`src/logic/rtcra_defs.svh`:
```
/*
 * Constants of the RTC reset, alarm and interrupt-source slice: register
 * offsets, field positions, reset values and timing counts.
 * Assumes inclusion by bare name from logic/ sources and one 250 MHz clock.
 */
`ifndef RTCRA_DEFS_SVH
`define RTCRA_DEFS_SVH

// ============================================================
// Register byte offsets on the AXI4-Lite slave.
`define RTCRA_OFF_RESET 8'h00
`define RTCRA_OFF_PAGE 8'h04
`define RTCRA_OFF_MIN 8'h08
`define RTCRA_OFF_HOUR 8'h0C
`define RTCRA_OFF_DATE 8'h10
`define RTCRA_OFF_WDAY 8'h14
`define RTCRA_OFF_STAT 8'h18
`define RTCRA_OFF_CAL 8'h1C

// ============================================================
// Reset/source-select register fields.
`define RTCRA_B_ONEHZ_OFF 7
`define RTCRA_B_SIXTEENHZ_OFF 6
`define RTCRA_B_SECRST 5
`define RTCRA_B_ALMRST 4
`define RTCRA_RESET_RV 8'hC7
`define RTCRA_RESET_ONES 8'h07

// Page control register fields.
`define RTCRA_B_INTEN 7
`define RTCRA_B_RUN 3
`define RTCRA_B_ALMEN 2
`define RTCRA_B_PAGE 0
`define RTCRA_PAGE_MASK 8'h8D

// Alarm field reset values: minute 00, hour 00, day 01, Sunday (0).
`define RTCRA_ALM_MIN_RV 8'h00
`define RTCRA_ALM_HOUR_RV 8'h00
`define RTCRA_ALM_DATE_RV 8'h01
`define RTCRA_ALM_WDAY_RV 8'h00

// ============================================================
// Timing: 250 MHz clock, 32.768 kHz slow clock.
`define RTCRA_CLK_HZ 250000000
`define RTCRA_SLOW_HZ 32768
`define RTCRA_SLOW_DIV (`RTCRA_CLK_HZ / `RTCRA_SLOW_HZ)
`define RTCRA_SEC_TICKS 32768
`define RTCRA_SIXTEEN_TICKS 2048

`endif

```
`src/logic/rtcra_pkg.sv`:
```
/*
 * Types of the RTC reset, alarm and interrupt-source slice.
 * Assumes nothing beyond a SystemVerilog compiler.
 */
package rtcra_pkg;
   // ============================================================
   // Interrupt source chosen from the disable and enable bits.
   typedef enum logic [1:0] {RTCRA_SRC_NONE, RTCRA_SRC_ALARM,
                             RTCRA_SRC_1HZ, RTCRA_SRC_16HZ} rtcra_src_t;

   // Bus slave phases.
   typedef enum logic [1:0] {RTCRA_W_IDLE, RTCRA_W_RESP} rtcra_wst_t;
endpackage

```
`src/logic/rtcra_match.sv`:
```
/*
 * Alarm comparator: registered equality of time and alarm fields.
 * Assumes fields held stable by the parent between slow ticks.
 */
`timescale 1ns/100ps
`default_nettype none
module rtcra_match
   import rtcra_pkg::*;
(
   input wire logic clk,
   input wire logic sys_rst,
   input wire logic [31:0] now_fields,
   input wire logic [31:0] alm_fields,
   output logic equal
);
   typedef struct packed {
      logic eq;
   } rtcra_cmp_t;
   rtcra_cmp_t c_q, c_d;

   // ============================================================
   // Compare minute, hour, date and weekday in one step.
   always_comb begin
      c_d = c_q;
      c_d.eq = (now_fields == alm_fields);
   end

   // State register.
   always_ff @(posedge clk) begin
      if (sys_rst) begin
         c_q <= '0;
      end else begin
         c_q <= c_d;
      end
   end

   assign equal = c_q.eq;
endmodule
`default_nettype wire

```
`src/logic/rtcra_slow_tick.sv`:
```
/*
 * Slow clock generator: a one-cycle enable at 32.768 kHz and a divide
 * counter from the 250 MHz clock.
 * Assumes the parent uses the pulse as the only slow-rate step.
 */
`timescale 1ns/100ps
`default_nettype none
`include "rtcra_defs.svh"
module rtcra_slow_tick
   import rtcra_pkg::*;
(
   input wire logic clk,
   input wire logic sys_rst,
   output logic slow_tick
);
   typedef struct packed {
      logic [12:0] cnt;
      logic tick;
   } rtcra_div_t;
   rtcra_div_t s_q, s_d;

   // ============================================================
   // Divider; fractional rate error is accepted to keep it small.
   always_comb begin
      s_d = s_q;
      s_d.tick = 1'b0;
      if (s_q.cnt == 13'(`RTCRA_SLOW_DIV - 1)) begin
         s_d.cnt = 13'h0000;
         s_d.tick = 1'b1;
      end else begin
         s_d.cnt = s_q.cnt + 13'h0001;
      end
   end

   // State register.
   always_ff @(posedge clk) begin
      if (sys_rst) begin
         s_q <= '0;
      end else begin
         s_q <= s_d;
      end
   end

   assign slow_tick = s_q.tick;
endmodule
`default_nettype wire

```
`src/logic/rtcra_top.sv`:
```
/*
 * RTC reset, alarm and interrupt-source slice with an AXI4-Lite slave.
 * Assumes a single AXI4-Lite master with one read and one write in flight.
 */
// The implementer's own choices: the AXI4-Lite register port and the register offsets.
`timescale 1ns/100ps
`default_nettype none
`include "rtcra_defs.svh"
module rtcra_top
   import rtcra_pkg::*;
(
   input wire logic clk,
   input wire logic sys_rst,
   input wire logic [7:0] s_axi_awaddr,
   input wire logic s_axi_awvalid,
   output logic s_axi_awready,
   input wire logic [31:0] s_axi_wdata,
   input wire logic [3:0] s_axi_wstrb,
   input wire logic s_axi_wvalid,
   output logic s_axi_wready,
   output logic [1:0] s_axi_bresp,
   output logic s_axi_bvalid,
   input wire logic s_axi_bready,
   input wire logic [7:0] s_axi_araddr,
   input wire logic s_axi_arvalid,
   output logic s_axi_arready,
   output logic [31:0] s_axi_rdata,
   output logic [1:0] s_axi_rresp,
   output logic s_axi_rvalid,
   input wire logic s_axi_rready,
   output logic alarm_n,
   output logic rtc_interrupt,
   output logic sec_tick
);
   typedef struct packed {
      logic [7:0] awaddr;
      logic aw_have;
      logic [7:0] wdata;
      logic w_have;
      logic w_lane0;
      logic bvalid;
      logic [1:0] bresp;
      logic rvalid;
      logic [31:0] rdata;
      logic [1:0] rresp;
      logic one_hz_disable;
      logic sixteen_hz_disable;
      logic sec_rst_pend;
      logic alm_rst_pend;
      logic interrupt_output_enable;
      logic clock_run_enable;
      logic alarm_enable;
      logic alarm_page;
      logic [14:0] sec_cnt;
      logic [31:0] now;
      logic [31:0] alm;
      logic match_prev;
      logic alarm_n;
      logic irq;
      logic sec_tick;
      logic pend_1hz;
      logic aw_rdy;
      logic w_rdy;
      logic ar_rdy;
   } rtcra_state_t;
   rtcra_state_t s_q, s_d;

   logic slow_tick;
   logic equal;

   // ============================================================
   // Slow-rate step and alarm comparator.
   rtcra_slow_tick u_tick (
      .clk(clk),
      .sys_rst(sys_rst),
      .slow_tick(slow_tick)
   );

   rtcra_match u_match (
      .clk(clk),
      .sys_rst(sys_rst),
      .now_fields(s_q.now),
      .alm_fields(s_q.alm),
      .equal(equal)
   );

   // Source decode from the two disable bits and the alarm enable.
   function automatic rtcra_src_t src_of(input logic d1, input logic d16,
                                         input logic ae);
      case ({d1, d16, ae})
         3'b111: src_of = RTCRA_SRC_ALARM;
         3'b010: src_of = RTCRA_SRC_1HZ;
         3'b100: src_of = RTCRA_SRC_16HZ;
         default: src_of = RTCRA_SRC_NONE;
      endcase
   endfunction

   // Word view of a register for readback.
   function automatic logic [31:0] rd_word(input rtcra_state_t s,
                                           input logic [7:0] a);
      rd_word = 32'h0000_0000;
      case (a)
         `RTCRA_OFF_RESET: begin
            rd_word[`RTCRA_B_ONEHZ_OFF] = s.one_hz_disable;
            rd_word[`RTCRA_B_SIXTEENHZ_OFF] = s.sixteen_hz_disable;
            rd_word[`RTCRA_B_SECRST] = s.sec_rst_pend;
            rd_word[`RTCRA_B_ALMRST] = s.alm_rst_pend;
            rd_word[7:0] = rd_word[7:0] | `RTCRA_RESET_ONES;
         end
         `RTCRA_OFF_PAGE: begin
            rd_word[`RTCRA_B_INTEN] = s.interrupt_output_enable;
            rd_word[`RTCRA_B_RUN] = s.clock_run_enable;
            rd_word[`RTCRA_B_ALMEN] = s.alarm_enable;
            rd_word[`RTCRA_B_PAGE] = s.alarm_page;
         end
         `RTCRA_OFF_MIN: rd_word[7:0] = s.alarm_page ? s.alm[31:24] :
                                         s.now[31:24];
         `RTCRA_OFF_HOUR: rd_word[7:0] = s.alarm_page ? s.alm[23:16] :
                                          s.now[23:16];
         `RTCRA_OFF_DATE: rd_word[7:0] = s.alarm_page ? s.alm[15:8] :
                                          s.now[15:8];
         `RTCRA_OFF_WDAY: rd_word[7:0] = s.alarm_page ? s.alm[7:0] :
                                          s.now[7:0];
         `RTCRA_OFF_STAT: rd_word[14:0] = s.sec_cnt;
         default: rd_word = 32'h0000_0000;
      endcase
   endfunction

   // Address is mapped when it hits one of the registers.
   function automatic logic mapped(input logic [7:0] a);
      mapped = (a == `RTCRA_OFF_RESET) || (a == `RTCRA_OFF_PAGE) ||
               (a == `RTCRA_OFF_MIN) || (a == `RTCRA_OFF_HOUR) ||
               (a == `RTCRA_OFF_DATE) || (a == `RTCRA_OFF_WDAY) ||
               (a == `RTCRA_OFF_STAT) || (a == `RTCRA_OFF_CAL);
   endfunction

   // ============================================================
   // Next state: bus slave, register writes and slow-clock logic.
   always_comb begin
      logic wr_go;
      logic [7:0] wv;
      logic sec_wrap;
      logic sixteen;
      logic match_edge;
      logic event_now;
      rtcra_src_t src;
      logic sec_set;
      logic alm_set;
      wr_go = 1'b0;
      sec_set = 1'b0;
      alm_set = 1'b0;
      wv = 8'h00;
      sec_wrap = 1'b0;
      sixteen = 1'b0;
      match_edge = 1'b0;
      event_now = 1'b0;
      src = RTCRA_SRC_NONE;
      s_d = s_q;

      // Write channels are taken in either order and held until both.
      if (s_axi_awvalid && !s_q.aw_have && !s_q.bvalid) begin
         s_d.awaddr = s_axi_awaddr;
         s_d.aw_have = 1'b1;
      end
      if (s_axi_wvalid && !s_q.w_have && !s_q.bvalid) begin
         s_d.wdata = s_axi_wdata[7:0];
         s_d.w_lane0 = s_axi_wstrb[0];
         s_d.w_have = 1'b1;
      end
      if (s_q.aw_have && s_q.w_have && !s_q.bvalid) begin
         wr_go = s_q.w_lane0 && mapped(s_q.awaddr);
         wv = s_q.wdata;
         s_d.aw_have = 1'b0;
         s_d.w_have = 1'b0;
         s_d.bvalid = 1'b1;
         s_d.bresp = mapped(s_q.awaddr) ? 2'b00 : 2'b10;
      end
      if (s_q.bvalid && s_axi_bready) begin
         s_d.bvalid = 1'b0;
      end

      // Reads answer one cycle after address acceptance.
      if (s_axi_arvalid && !s_q.rvalid) begin
         s_d.rvalid = 1'b1;
         s_d.rdata = rd_word(s_q, s_axi_araddr);
         s_d.rresp = mapped(s_axi_araddr) ? 2'b00 : 2'b10;
      end else if (s_q.rvalid && s_axi_rready) begin
         s_d.rvalid = 1'b0;
      end

      // Register writes; byte lane 0 only, and each register stores only its own fields.
      if (wr_go) begin
         case (s_q.awaddr)
            `RTCRA_OFF_RESET: begin
               // Bits 3 to 0 are not stored; their read values are fixed.
               s_d.one_hz_disable = wv[`RTCRA_B_ONEHZ_OFF];
               s_d.sixteen_hz_disable = wv[`RTCRA_B_SIXTEENHZ_OFF];
               if (wv[`RTCRA_B_SECRST]) begin
                  s_d.sec_rst_pend = 1'b1;
                  sec_set = 1'b1;
               end
               if (wv[`RTCRA_B_ALMRST]) begin
                  s_d.alm_rst_pend = 1'b1;
                  alm_set = 1'b1;
               end
            end
            `RTCRA_OFF_PAGE: begin
               s_d.interrupt_output_enable = wv[`RTCRA_B_INTEN];
               s_d.clock_run_enable = wv[`RTCRA_B_RUN];
               s_d.alarm_enable = wv[`RTCRA_B_ALMEN];
               s_d.alarm_page = wv[`RTCRA_B_PAGE];
               if (wv[`RTCRA_B_INTEN] && !s_q.interrupt_output_enable) begin
                  // Clears pend_1hz only; sec_cnt is not restarted, so the 1 Hz timing is unchanged.
                  s_d.pend_1hz = 1'b0;
               end
            end
            `RTCRA_OFF_MIN: begin
               if (s_q.alarm_page) s_d.alm[31:24] = wv;
               else s_d.now[31:24] = wv;
            end
            `RTCRA_OFF_HOUR: begin
               if (s_q.alarm_page) s_d.alm[23:16] = wv;
               else s_d.now[23:16] = wv;
            end
            `RTCRA_OFF_DATE: begin
               if (s_q.alarm_page) s_d.alm[15:8] = wv;
               else s_d.now[15:8] = wv;
            end
            `RTCRA_OFF_WDAY: begin
               if (s_q.alarm_page) s_d.alm[7:0] = wv;
               else s_d.now[7:0] = wv;
            end
            default: s_d.alm_rst_pend = s_d.alm_rst_pend;
         endcase
      end

      // Readies come from the next state so each bus output leaves a
      // flip-flop while still matching the hold flags cycle for cycle.
      s_d.aw_rdy = !s_d.aw_have && !s_d.bvalid;
      s_d.w_rdy = !s_d.w_have && !s_d.bvalid;
      s_d.ar_rdy = !s_d.rvalid;

      // sec_tick falls back every clock; irq and alarm_n fall back at each slow step.
      s_d.sec_tick = 1'b0;
      s_d.irq = 1'b0;
      s_d.alarm_n = 1'b1;

      // Slow-clock step: requests and the seconds chain act only here.
      if (slow_tick) begin
         if (s_q.sec_rst_pend) begin
            s_d.sec_cnt = 15'h0000;
            // A request written in this very cycle wins over completion,
            // so a repeated request is never lost.
            s_d.sec_rst_pend = sec_set;
         end else begin
            s_d.sec_cnt = s_q.sec_cnt + 15'h0001;
            sec_wrap = (s_q.sec_cnt == 15'(`RTCRA_SEC_TICKS - 1));
         end
         if (s_q.alm_rst_pend) begin
            s_d.alm = {`RTCRA_ALM_MIN_RV, `RTCRA_ALM_HOUR_RV,
                       `RTCRA_ALM_DATE_RV, `RTCRA_ALM_WDAY_RV};
            s_d.alm_rst_pend = alm_set;
         end
         sixteen = (s_q.sec_cnt[10:0] ==
                    11'(`RTCRA_SIXTEEN_TICKS - 1));
         s_d.sec_tick = sec_wrap;
         // The pend_1hz toggle on a second wrap stops with run cleared.
         if (sec_wrap && s_q.clock_run_enable) begin
            s_d.pend_1hz = ~s_q.pend_1hz;
         end
         match_edge = equal && !s_q.match_prev;
         s_d.match_prev = equal;
         src = src_of(s_q.one_hz_disable, s_q.sixteen_hz_disable,
                      s_q.alarm_enable);
         case (src)
            RTCRA_SRC_ALARM: event_now = match_edge && s_q.alarm_page;
            RTCRA_SRC_1HZ: event_now = sec_wrap;
            RTCRA_SRC_16HZ: event_now = sixteen;
            default: event_now = 1'b0;
         endcase
         if (event_now && s_q.interrupt_output_enable) begin
            s_d.alarm_n = 1'b0;
            s_d.irq = 1'b1;
         end
      end else begin
         // Hold the pin pulse for the whole slow cycle.
         s_d.alarm_n = s_q.alarm_n;
         s_d.irq = s_q.irq;
      end
   end

   // ============================================================
   // State register with documented reset values.
   always_ff @(posedge clk) begin
      if (sys_rst) begin
         s_q <= '0;
         s_q.one_hz_disable <= 1'b1;
         s_q.sixteen_hz_disable <= 1'b1;
         s_q.alarm_n <= 1'b1;
         s_q.aw_rdy <= 1'b1;
         s_q.w_rdy <= 1'b1;
         s_q.ar_rdy <= 1'b1;
         s_q.alm <= {`RTCRA_ALM_MIN_RV, `RTCRA_ALM_HOUR_RV,
                     `RTCRA_ALM_DATE_RV, `RTCRA_ALM_WDAY_RV};
      end else begin
         s_q <= s_d;
      end
   end

   // Outputs straight from the state register.
   assign s_axi_awready = s_q.aw_rdy;
   assign s_axi_wready = s_q.w_rdy;
   assign s_axi_bvalid = s_q.bvalid;
   assign s_axi_bresp = s_q.bresp;
   assign s_axi_arready = s_q.ar_rdy;
   assign s_axi_rvalid = s_q.rvalid;
   assign s_axi_rdata = s_q.rdata;
   assign s_axi_rresp = s_q.rresp;
   assign alarm_n = s_q.alarm_n;
   assign rtc_interrupt = s_q.irq;
   assign sec_tick = s_q.sec_tick;
endmodule
`default_nettype wire

```
`config.mk`:
```
export PLATFORM = sky130hd
export DESIGN_NAME = rtcra_top
export DESIGN_NICKNAME = d
export VERILOG_FILES = /design/src/logic/rtcra_pkg.sv /design/src/logic/rtcra_match.sv /design/src/logic/rtcra_slow_tick.sv /design/src/logic/rtcra_top.sv
export VERILOG_INCLUDE_DIRS = /design/src /design/src/logic
export SDC_FILE = /design/constraint.sdc
export NUM_CORES = 1
export LEC_CHECK = 0
export BUFFER_PORTS_ARGS = -buffer_cell sky130_fd_sc_hd__buf_2
export CAP_MARGIN = 5
export CORE_ASPECT_RATIO = 1.2
export CORE_MARGIN = 2
export CORE_UTILIZATION = 40
export DETAILED_ROUTE_END_ITERATION = 12
export PLACE_DENSITY = 0.58
export SETUP_SLACK_MARGIN = 0.4
export SLEW_MARGIN = 30
export SYNTH_ARGS = -nofsm -noshare
export SYNTH_HDL_FRONTEND = slang
export SYNTH_SLANG_ARGS = --single-unit
```
`constraint.sdc`:
```
create_clock -name clk -period 5.3 [get_ports clk]
set_clock_uncertainty 0.05 [all_clocks]
set_input_delay 0.53 -clock clk [delete_from_list [all_inputs] [get_ports clk]]
set_output_delay 0.53 -clock clk [all_outputs]
set_load 0.01 [all_outputs]
```
# Word-level counts from Yosys, hierarchy flattened
# Index checks and enable logic that the tools add are counted.
# W data, S select, Z words.
[classes] n_addsub=2 n_mul=0 n_div=0 order_cmp=0 n_eq_ne=24 shift=0 mux=57 n_bitwise=2 n_reduce_logical=48
[ops] op="$mux W8" n=13
[ops] op="$eq A8 B5 Y1 const B" n=8
[ops] op="$mux W32" n=2
[ops] op="$mux W33" n=1
[ops] op="$eq A32 B32 Y1" n=1
[ops] op="$eq A8 B4 Y1 const B" n=4
[ops] op="$mux W1" n=23
[ops] op="$pmux W3 S6" n=1
[ops] op="$eq A8 B3 Y1 const B" n=2
[ops] op="$logic_not A8 Y1" n=2
[ops] op="$add A15 B1 Y15 const B" n=1
[ops] op="$eq A15 B15 Y1 const B" n=1
[ops] op="$logic_and A1 B1 Y1" n=15
[ops] op="$mux W15" n=1
[ops] op="$logic_or A1 B1 Y1" n=14
[ops] op="$pmux W1 S7" n=2
[ops] op="$pmux W2 S7" n=1
[ops] op="$add A13 B1 Y13 const B" n=1
[ops] op="$eq A13 B13 Y1 const B" n=1
[ops] op="$mux W2" n=6
[ops] op="$reduce_and A3 Y1" n=4
[ops] op="$eq A11 B11 Y1 const B" n=1
[ops] op="$logic_not A1 Y1" n=9
[ops] op="$mux W7" n=1
[ops] op="13 further kinds" n=18
[totals] ff_bits=149 latch_bits=0 ram_bits=0 rom_bits=0 input_bits=59 out_inout_bits=44 word_cells=167 memories=0

# Logic depth before layout (Yosys ltp)
# Gate-level depths: netlist (run 1).
[depth] depth_word=13 mapped_depth=8 mapped_depth_nobuf=7

# Modules after synthesis
# Synthesis (run 1) repeated with hierarchy kept, for this count alone.
[unflattened] hier_cells=761 area_unflattened_um2=7154.4
[by_module_without_submodules] mod="rtcra_top" instances=1 cells_per_inst=647 area_each_um2=6084.6 seq_area_each_um2=2642.5
[by_module_without_submodules] mod="rtcra_slow_tick" instances=1 cells_per_inst=69 area_each_um2=693.2 seq_area_each_um2=280.3
[by_module_without_submodules] mod="rtcra_match" instances=1 cells_per_inst=45 area_each_um2=376.6 seq_area_each_um2=20.0

# Worst setup path before layout (run 1)
# No wires, ideal clock.
[synth_timing] path_type="input -> register" from="input s_axi_araddr[5]" to="register s_q, in the netlist s_axi_rdata[2]" setup_time_ns=0.059 arrival_time_ns=1.787 t_required_ns=5.191 setup_slack_ns=3.403 stages=5 path_buffers=0 path_cell_list="or3_1 > a2111oi_4 > and2b_1 > a32o_1 > a41o_1"
[synth_between] elab_chain_cells=2 word_cells_on_any_way=8 classes_between="6 x eq/ne; 1 x mux; 1 x reduce/logical"
[synth_rtl] element="from (decl)" line_no="rtcra_top.sv:24" source="input wire logic [7:0] s_axi_araddr,"
[synth_rtl] element="$eq A8 B5 Y1, or another cell as far along" line_no="rtcra_top.sv:102" source="case (a)"
[synth_rtl] element="$pmux W2 S7 *" line_no="rtcra_top.sv:102"
[synth_rtl] element="to (decl)" line_no="rtcra_top.sv:66" source="rtcra_state_t s_q, s_d;"
# Mark *: on every way between the ends. The rest lies on a longest branch, timed or not.
# A chain may end at the register's enable or synchronous reset.

# Worst setup path in the final report (run 1)
[layout_timing] from="register s_q, in the netlist s_axi_bvalid" to="register s_q[61] (netlist bit)"
[layout_between] elab_chain_cells=4 word_cells_on_any_way=5 classes_between="2 x mux; 3 x reduce/logical"
[layout_rtl] element="$logic_not A1 Y1 *" line_no="rtcra_top.sv:170" source="if (s_q.aw_have && s_q.w_have && !s_q.bvalid) begin"
[layout_rtl] element="$logic_and A1 B1 Y1 *" line_no="rtcra_top.sv:170"
[layout_rtl] element="$mux W1" line_no="rtcra_top.sv:170"
[layout_rtl] element="$reduce_and A3 Y1 (no source line)"
# Marked as above.

==> key figures, run 1 <==
Synth
  • Post-synth EDFFs: 0
  • Syn avg cell area: 8.752 um^2
  • Ys flop type: dfxtp_1
  • Post-synth cell types: 60
  • Ranking of synthesized cells by area: dfxtp_1 (42%), mux2i_1 (7.9%), nor2_1 (5.4%), buf_4 (4.3%), xor2_1 (4.2%)
  • Post-synth ARST share: 0
  • Register area share after synthesis: 0.4240
  • Post-synth top area cell: dfxtp_1
  • Yosys warns: 0
  • Mapped Cells: 793
  • Post-Syn Area: 6940 um^2
  • FF+latch count, synth: 147
  • Top-area cell type share of the netlist area: 0.4240

STA
  • Setup Viol. Count Final: 0
  • RSZ-0062 raised after global routing: false
  • Worst-margin pin slew: 0.9361 ns
  • Peak Freq: 362.8 MHz
  • Slew HR: 0.3732
  • Fin. Hold Viols: 0
  • Post-route clock period utilization: 0.5201
  • Clock period minus worst slack: 2.756 ns
  • Setup_tns: 0 ns
  • Max-slew violations: 0

Power and ir drop
  • Total power: 2.482 mW
  • P_int: 1.905 mW
  • P_leak: 3.133 nW
  • Power Density: 321.6 nW/um^2
  • Switching Share: 0.2325
  • Clock power frac: 0.492
  • Psw: 0.5770 mW
  • Power share of the combinational group: 0.051
  • Worst VDD drop: 0.2205 mV
  • Seq pwr share: 0.458

Setup path
  • Worst Path Arrival: 3.00 ns
  • WS Path Type: flop to flop
  • R2R setup slack: 2.54 ns
  • Crit start category: flop
  • CP Data Required Time: 5.55 ns
  • RR Endpoint: s_q[61]
  • Reg2Reg Launch Point: s_axi_bvalid
  • Crit path max fanout: 13
  • Worst R2R Path Depth: 5
  • Element type at the critical path end: flop

Route
  • DR vias/cell: 5.274
  • M1 wire length: 7449 um
  • Routed WL per cell: 16.78 um
  • Via count: 5453
  • Initial DRC Count: 458
  • # DRC: 0
  • First drt pass iteration count: 6
  • Uppermost routed layer: met4
  • Final WL: 17350 um
  • Final ANT Viol Nets: 0
  • Met3 WL: 781 um
  • Met2 WL: 8578 um

Floorplanning
  • Ports: 103
  • Die area: 18420 um^2
  • Die height: 148.3 um
  • Die Wd: 124.2 um
  • Row cnt: 52
  • Starting Density: 0.4103
  • Core area: 16920 um^2

Placement
  • Placed cell area: 7124 um^2
  • IO buf count: 56
  • Placed cells: 1002
  • Routability cong.: 0.8041
  • Dpl hpwl: 12150 um

Clocking
  • Clock sink total: 147
  • Skew-Pair Late Insertion Delay: 0.44 ns
  • Root Driver: clkbuf_16
  • CTS HTree Levels: 4
  • CTS tree: yes
  • Post-CTS Repair Setup Buffers: 0
  • CTS max path bufs: 2
  • Clk pin slew, worst setup/hold paths: 0.06 ns
  • Hold Buf Count CTS: 0
  • Num CTS Buffers: 17
  • Post-CTS Resized: 0

GRT
  • Overflow after GRT: 0
  • Pin count of the biggest net entering global routing: 51
  • GR Util All Layers: 0.1938
  • Number of global-route vias before repair: 5290
  • Initial antenna violation count: 0
  • First-pass GRT wire length: 27900 um

Hold path
  • Min-Delay Endpoint: s_q[151]
  • Worst hold path class: primary input to flop
  • Hold_sp: s_axi_awaddr[7]
  • Min-Delay Path Depth: 3

Flow run
  • Max Cap Viol: 0

Layout
  • Diodes inserted: 0
  • Non-Filler Instances: 1034
  • Layout cell share with drive strength beyond 1: 0.1381
  • Area grow syn2layout: 11.20%
  • Final instance area: 7717 um^2
  • NumNets Final: 867

Status
  • Status: finished clean
-- routing by layer --
metal  track usage  vias up
li1              -     2722
met1        0.2252     2570
met2        0.3342      125
met3       0.04964       36
met4       0.09326        0
met5             0        -
-- cell families (layout without fill, tap and decap cells) --
kind of cell             after synthesis  in the layout  share of synthesized area
flip-flops                           147            147                     0.4240
XOR/XNOR                              54             54                    0.06815
multiplexers                          67             67                     0.1074
buffers and inverters                 94            101                    0.07391
other                                  1             19                  0.0005403
adder cells (fa/ha/maj)                3              3                   0.005409
AO/OA/AOI/OAI                        122            122                     0.1062
AND/OR/NAND/NOR                      305            305                     0.2144
-- cells in the mapped netlist (3+ instances only) --
cell      count
dfxtp_1     147
nor2_1       99
nand2_1      71
mux2i_1      55
nand3_1      48
o21ai_0      47
buf_4        40
a21oi_1      39
xor2_1       33
clkbuf_1     29
xnor2_1      21
nor2b_1      12
nand4_1      11
a22oi_1      10
and3_1        9
inv_1         9
and2_1        8
buf_1         8
buf_2         8
nor4_1        8
mux2_2        7
nor3_1        6
a211oi_1      5
or3_1         5
mux4_2        4
nand2b_1      4
nand4b_1      4
a221oi_1      3
ha_1          3
nor3b_1       3
-- through the flow --
stage,hold slack (ns),setup WS [ns],util
final,0.2802,2.544,0.4562
after global routing,0.2764,2.307,0.4562
after CTS,0.2699,2.575,0.4562
after detailed placement,0.3881,2.575,0.4212
after global placement,0.3796,2.517,0.4212
after floorplan,0.3758,3.403,-
-- cell type report --
type	instances	area [um^2]
Inverter	9	33.78
Clock buffer	19	432.9
Sequential cell	147	2944
Tap cell	216	270.3
Timing Repair Buffer	60	310.3
Clock inverter	13	160.2
Fill cell	1694	9199
Multi-Input combinational cell	570	3566
-- sequential cells by signal, summed over array words and instances (netlist names) --
signal,flops
s_axi_wready,1
s_axi_rresp,1
alarm_n,1
s_axi_awready,1
u_tick.s_q,13
sec_tick,1
s_axi_rdata,15
s_axi_rvalid,1
s_axi_bvalid,1
s_axi_bresp,1
u_tick.slow_tick,1
s_axi_arready,1
s_q,107
u_match.equal,1
rtc_interrupt,1
-- placed cells by master, fill, tap and decap left out, types with 21 or more instances in the layout --
cell type / instances
nand3_1: 48
xor2_1: 33
nor2_1: 99
nand2_1: 71
xnor2_1: 21
a21oi_1: 38
mux2i_1: 55
buf_2: 56
dfxtp_1: 146
o21ai_0: 47
-- worst max-delay path, cell delays in order (launching register included) --
cell and delay, ns:
dfxtp_1 0.37, and3b_1 0.46, and4b_1 0.53, nand4b_1 0.77, mux2i_1 0.37, nor2_1 0.06
-- power by group through the flow --
stage          Sequential [mW]  Clock [mW]  Combinational [mW]
2_1_floorplan             1.16           0               0.101
3_5_place_dp              1.16           0               0.127
4_1_cts                   1.14        1.24               0.127
6_report                  1.14        1.22               0.125
3_3_place_gp              1.16           0               0.127
5_1_grt                   1.14        1.28               0.140
-- how the worst max path moves through the flow --
stage | startpoint | end | slack [ns] | cells past startpoint
2_1_floorplan | s_axi_araddr[5] | s_axi_rdata[2] | 3.40 | 5
3_3_place_gp | s_axi_bvalid | s_q[61] | 2.52 | 5
3_5_place_dp | s_axi_bvalid | s_q[58] | 2.57 | 5
4_1_cts | s_axi_bvalid | s_q[43] | 2.58 | 5
5_1_grt | s_axi_bvalid | s_q[42] | 2.31 | 5
6_report | s_axi_bvalid | s_q[61] | 2.54 | 5
Power figures use the tool's default switching activity.
==> inputs of run 2 (changes only) <==
clock period = 2.6 ns   (was 5.3 ns; I/O delays follow)
==> run 2 against run 1 <==
Effect of this change: first-iteration DRC count is 9.6% lower; critical path type unchanged; die area did not move; critical path depth stayed put; largest power group unchanged; maximum frequency up 31%; cell area increased by 3.1%; worst setup slack worse by 2.1 ns; combinational power up 110%; non-clock buffer count is 16 higher; clock-buffer cell count fell by 1.
==> key figures, run 2 (synthesis results as in run 1) <==
Status
  • Status: finished clean

STA
  • Fin. Hold Viols: 0
  • Worst-margin pin slew: 0.5237 ns
  • Post-route clock period utilization: 0.8105
  • Slew HR: 0.6501
  • Clock period minus worst slack: 2.107 ns
  • Setup Viol. Count Final: 0
  • Max-slew violations: 0
  • Peak Freq: 474.5 MHz
  • RSZ-0062 raised after global routing: false
  • WHS: 0.01884 ns
  • Setup_tns: 0 ns

Setup path
  • WP buf/inv: 0
  • Crit path from: s_q[60]
  • CP cell instances: xor2_1 -> nor4_1 -> nand4_1 -> or4_1 -> nor4_4
  • Element type at the critical path end: flop
  • CP peak stage delay: 0.57 ns
  • Slowest CP cell: or4_1
  • WS Path Type: flop to flop
  • Worst Path Arrival: 2.37 ns
  • Reg2Reg Launch Point: s_q[60]
  • Crit path max fanout: 3
  • CP Data Required Time: 2.86 ns
  • CP delay by family, top: simple AND/OR/NAND/NOR gates
  • Crit start category: flop

Layout
  • Biggest register: s_q
  • Area grow syn2layout: 14.64%
  • Post-route core utilization: 0.4703
  • Most common cell after layout, fill and taps aside: dfxtp_1
  • Most frequent cells in the layout: dfxtp_1 (146), nor2_1 (99), nand2_1 (71)
  • Non-Filler Instances: 1049
  • NumNets Final: 883
  • Layout cell share with drive strength beyond 1: 0.1645
  • Diodes inserted: 0
  • Max reg flops: 107

Route
  • # DRC: 0
  • DR vias/cell: 5.217
  • Routed WL per cell: 16.60 um
  • First drt pass iteration count: 6
  • Via count: 5473
  • Final WL: 17420 um
  • Final ANT Viol Nets: 0
  • Initial DRC Count: 414

Clocking
  • Skew-Pair Late Insertion Delay: 0.42 ns
  • CTS tree: yes
  • CTS HTree Levels: 4
  • CTS max path bufs: 2
  • Clock sink total: 147
  • Root Driver: clkbuf_16
  • Hold Buf Count CTS: 0
  • Clk pin slew, worst setup/hold paths: 0.06 ns
  • Num CTS Buffers: 17

Power and ir drop
  • Power Density: 673.4 nW/um^2
  • Worst VDD drop: 0.4471 mV
  • P_leak: 3.267 nW
  • Total power: 5.358 mW

Placement
  • Placed cells: 1018
  • IO buf count: 56
  • Dpl hpwl: 12580 um
  • Routability cong.: 0.8411

Hold path
  • Hold_sp: s_axi_awaddr[0]
  • Worst hold path class: primary input to flop

GRT
  • Overflow after GRT: 0
  • Initial antenna violation count: 1
  • GR Util All Layers: 0.1936
  • First-pass GRT wire length: 27990 um
  • Pin count of the biggest net entering global routing: 41
  • Number of global-route vias before repair: 5224

Floorplanning
  • Die Wd: 124.2 um
  • Core area: 16920 um^2
  • Die area: 18420 um^2
  • Starting Density: 0.4103
  • Row cnt: 52
  • Die height: 148.3 um
  • Ports: 103

Flow run
  • Max Cap Viol: 0
## run 2: cell count changes in the layout (fill, tap and decap cells not counted), sizes merged
cell	before	now
buf	60	76
clkinvlp	5	1
bufinv	3	6
inv	10	11
clkbuf	19	18
## run 2: worst paths after layout
| path | end | slack (ns) | depth (start not counted) |
|---|---|---|---|
| hold / removal | s_q[144] | 0.02 | 3 |
| hold reg to reg | rtc_interrupt | 0.39 | 2 |
| setup / recovery | u_match.equal | 0.49 | 5 |
| setup reg to reg | u_match.equal | 0.49 | 5 |
## run 2: layer usage
layer,routed length (um),share of wire,vias to the layer above,GRT usage
met4,524,0.030,0,0.08764
met2,8639,0.50,97,0.3396
met3,635,0.036,33,0.03993
li1,-,-,2756,-
met5,0,0,-,0
met1,7615,0.44,2587,0.2283
## run 2: what timing repair did
action / CTS / global route
setup buffers: 0 / 0
setup endpoints to repair: 14 / 25
gates resized for setup: 2 / 7
## run 2: stage by stage
step | cell area, um^2 | setup WS, ns
global route | 7956 | 0.3969
detailed placement | 7244 | 0.4005
floorplan | 7008 | 0.8886
CTS | 7920 | 0.4402
finish | 7956 | 0.4927
global placement | 7244 | 0.4095
## run 2: worst min-delay path, cell delays in order
cell     delay, ns
buf_2         0.07
mux2i_1       0.05
nor2_1        0.07
## run 2: final cells by class
type                    count  area [um^2]
fillers                  1658         8960
multi-input cells         570         3610
flip-flops and latches    147         2944
clock buffers              18        439.2
repair buffers             76        430.4
well taps                 216        270.3
clock inverters            13        229.0
inverters                   9        33.78
## run 2: where the power goes
part | leakage (nW) | switching (mW) | internal [mW]
combinational | 1.75 | 0.171 | 0.0971
sequential | 1.19 | 0.0258 | 2.29
clock | 0.327 | 0.953 | 1.82
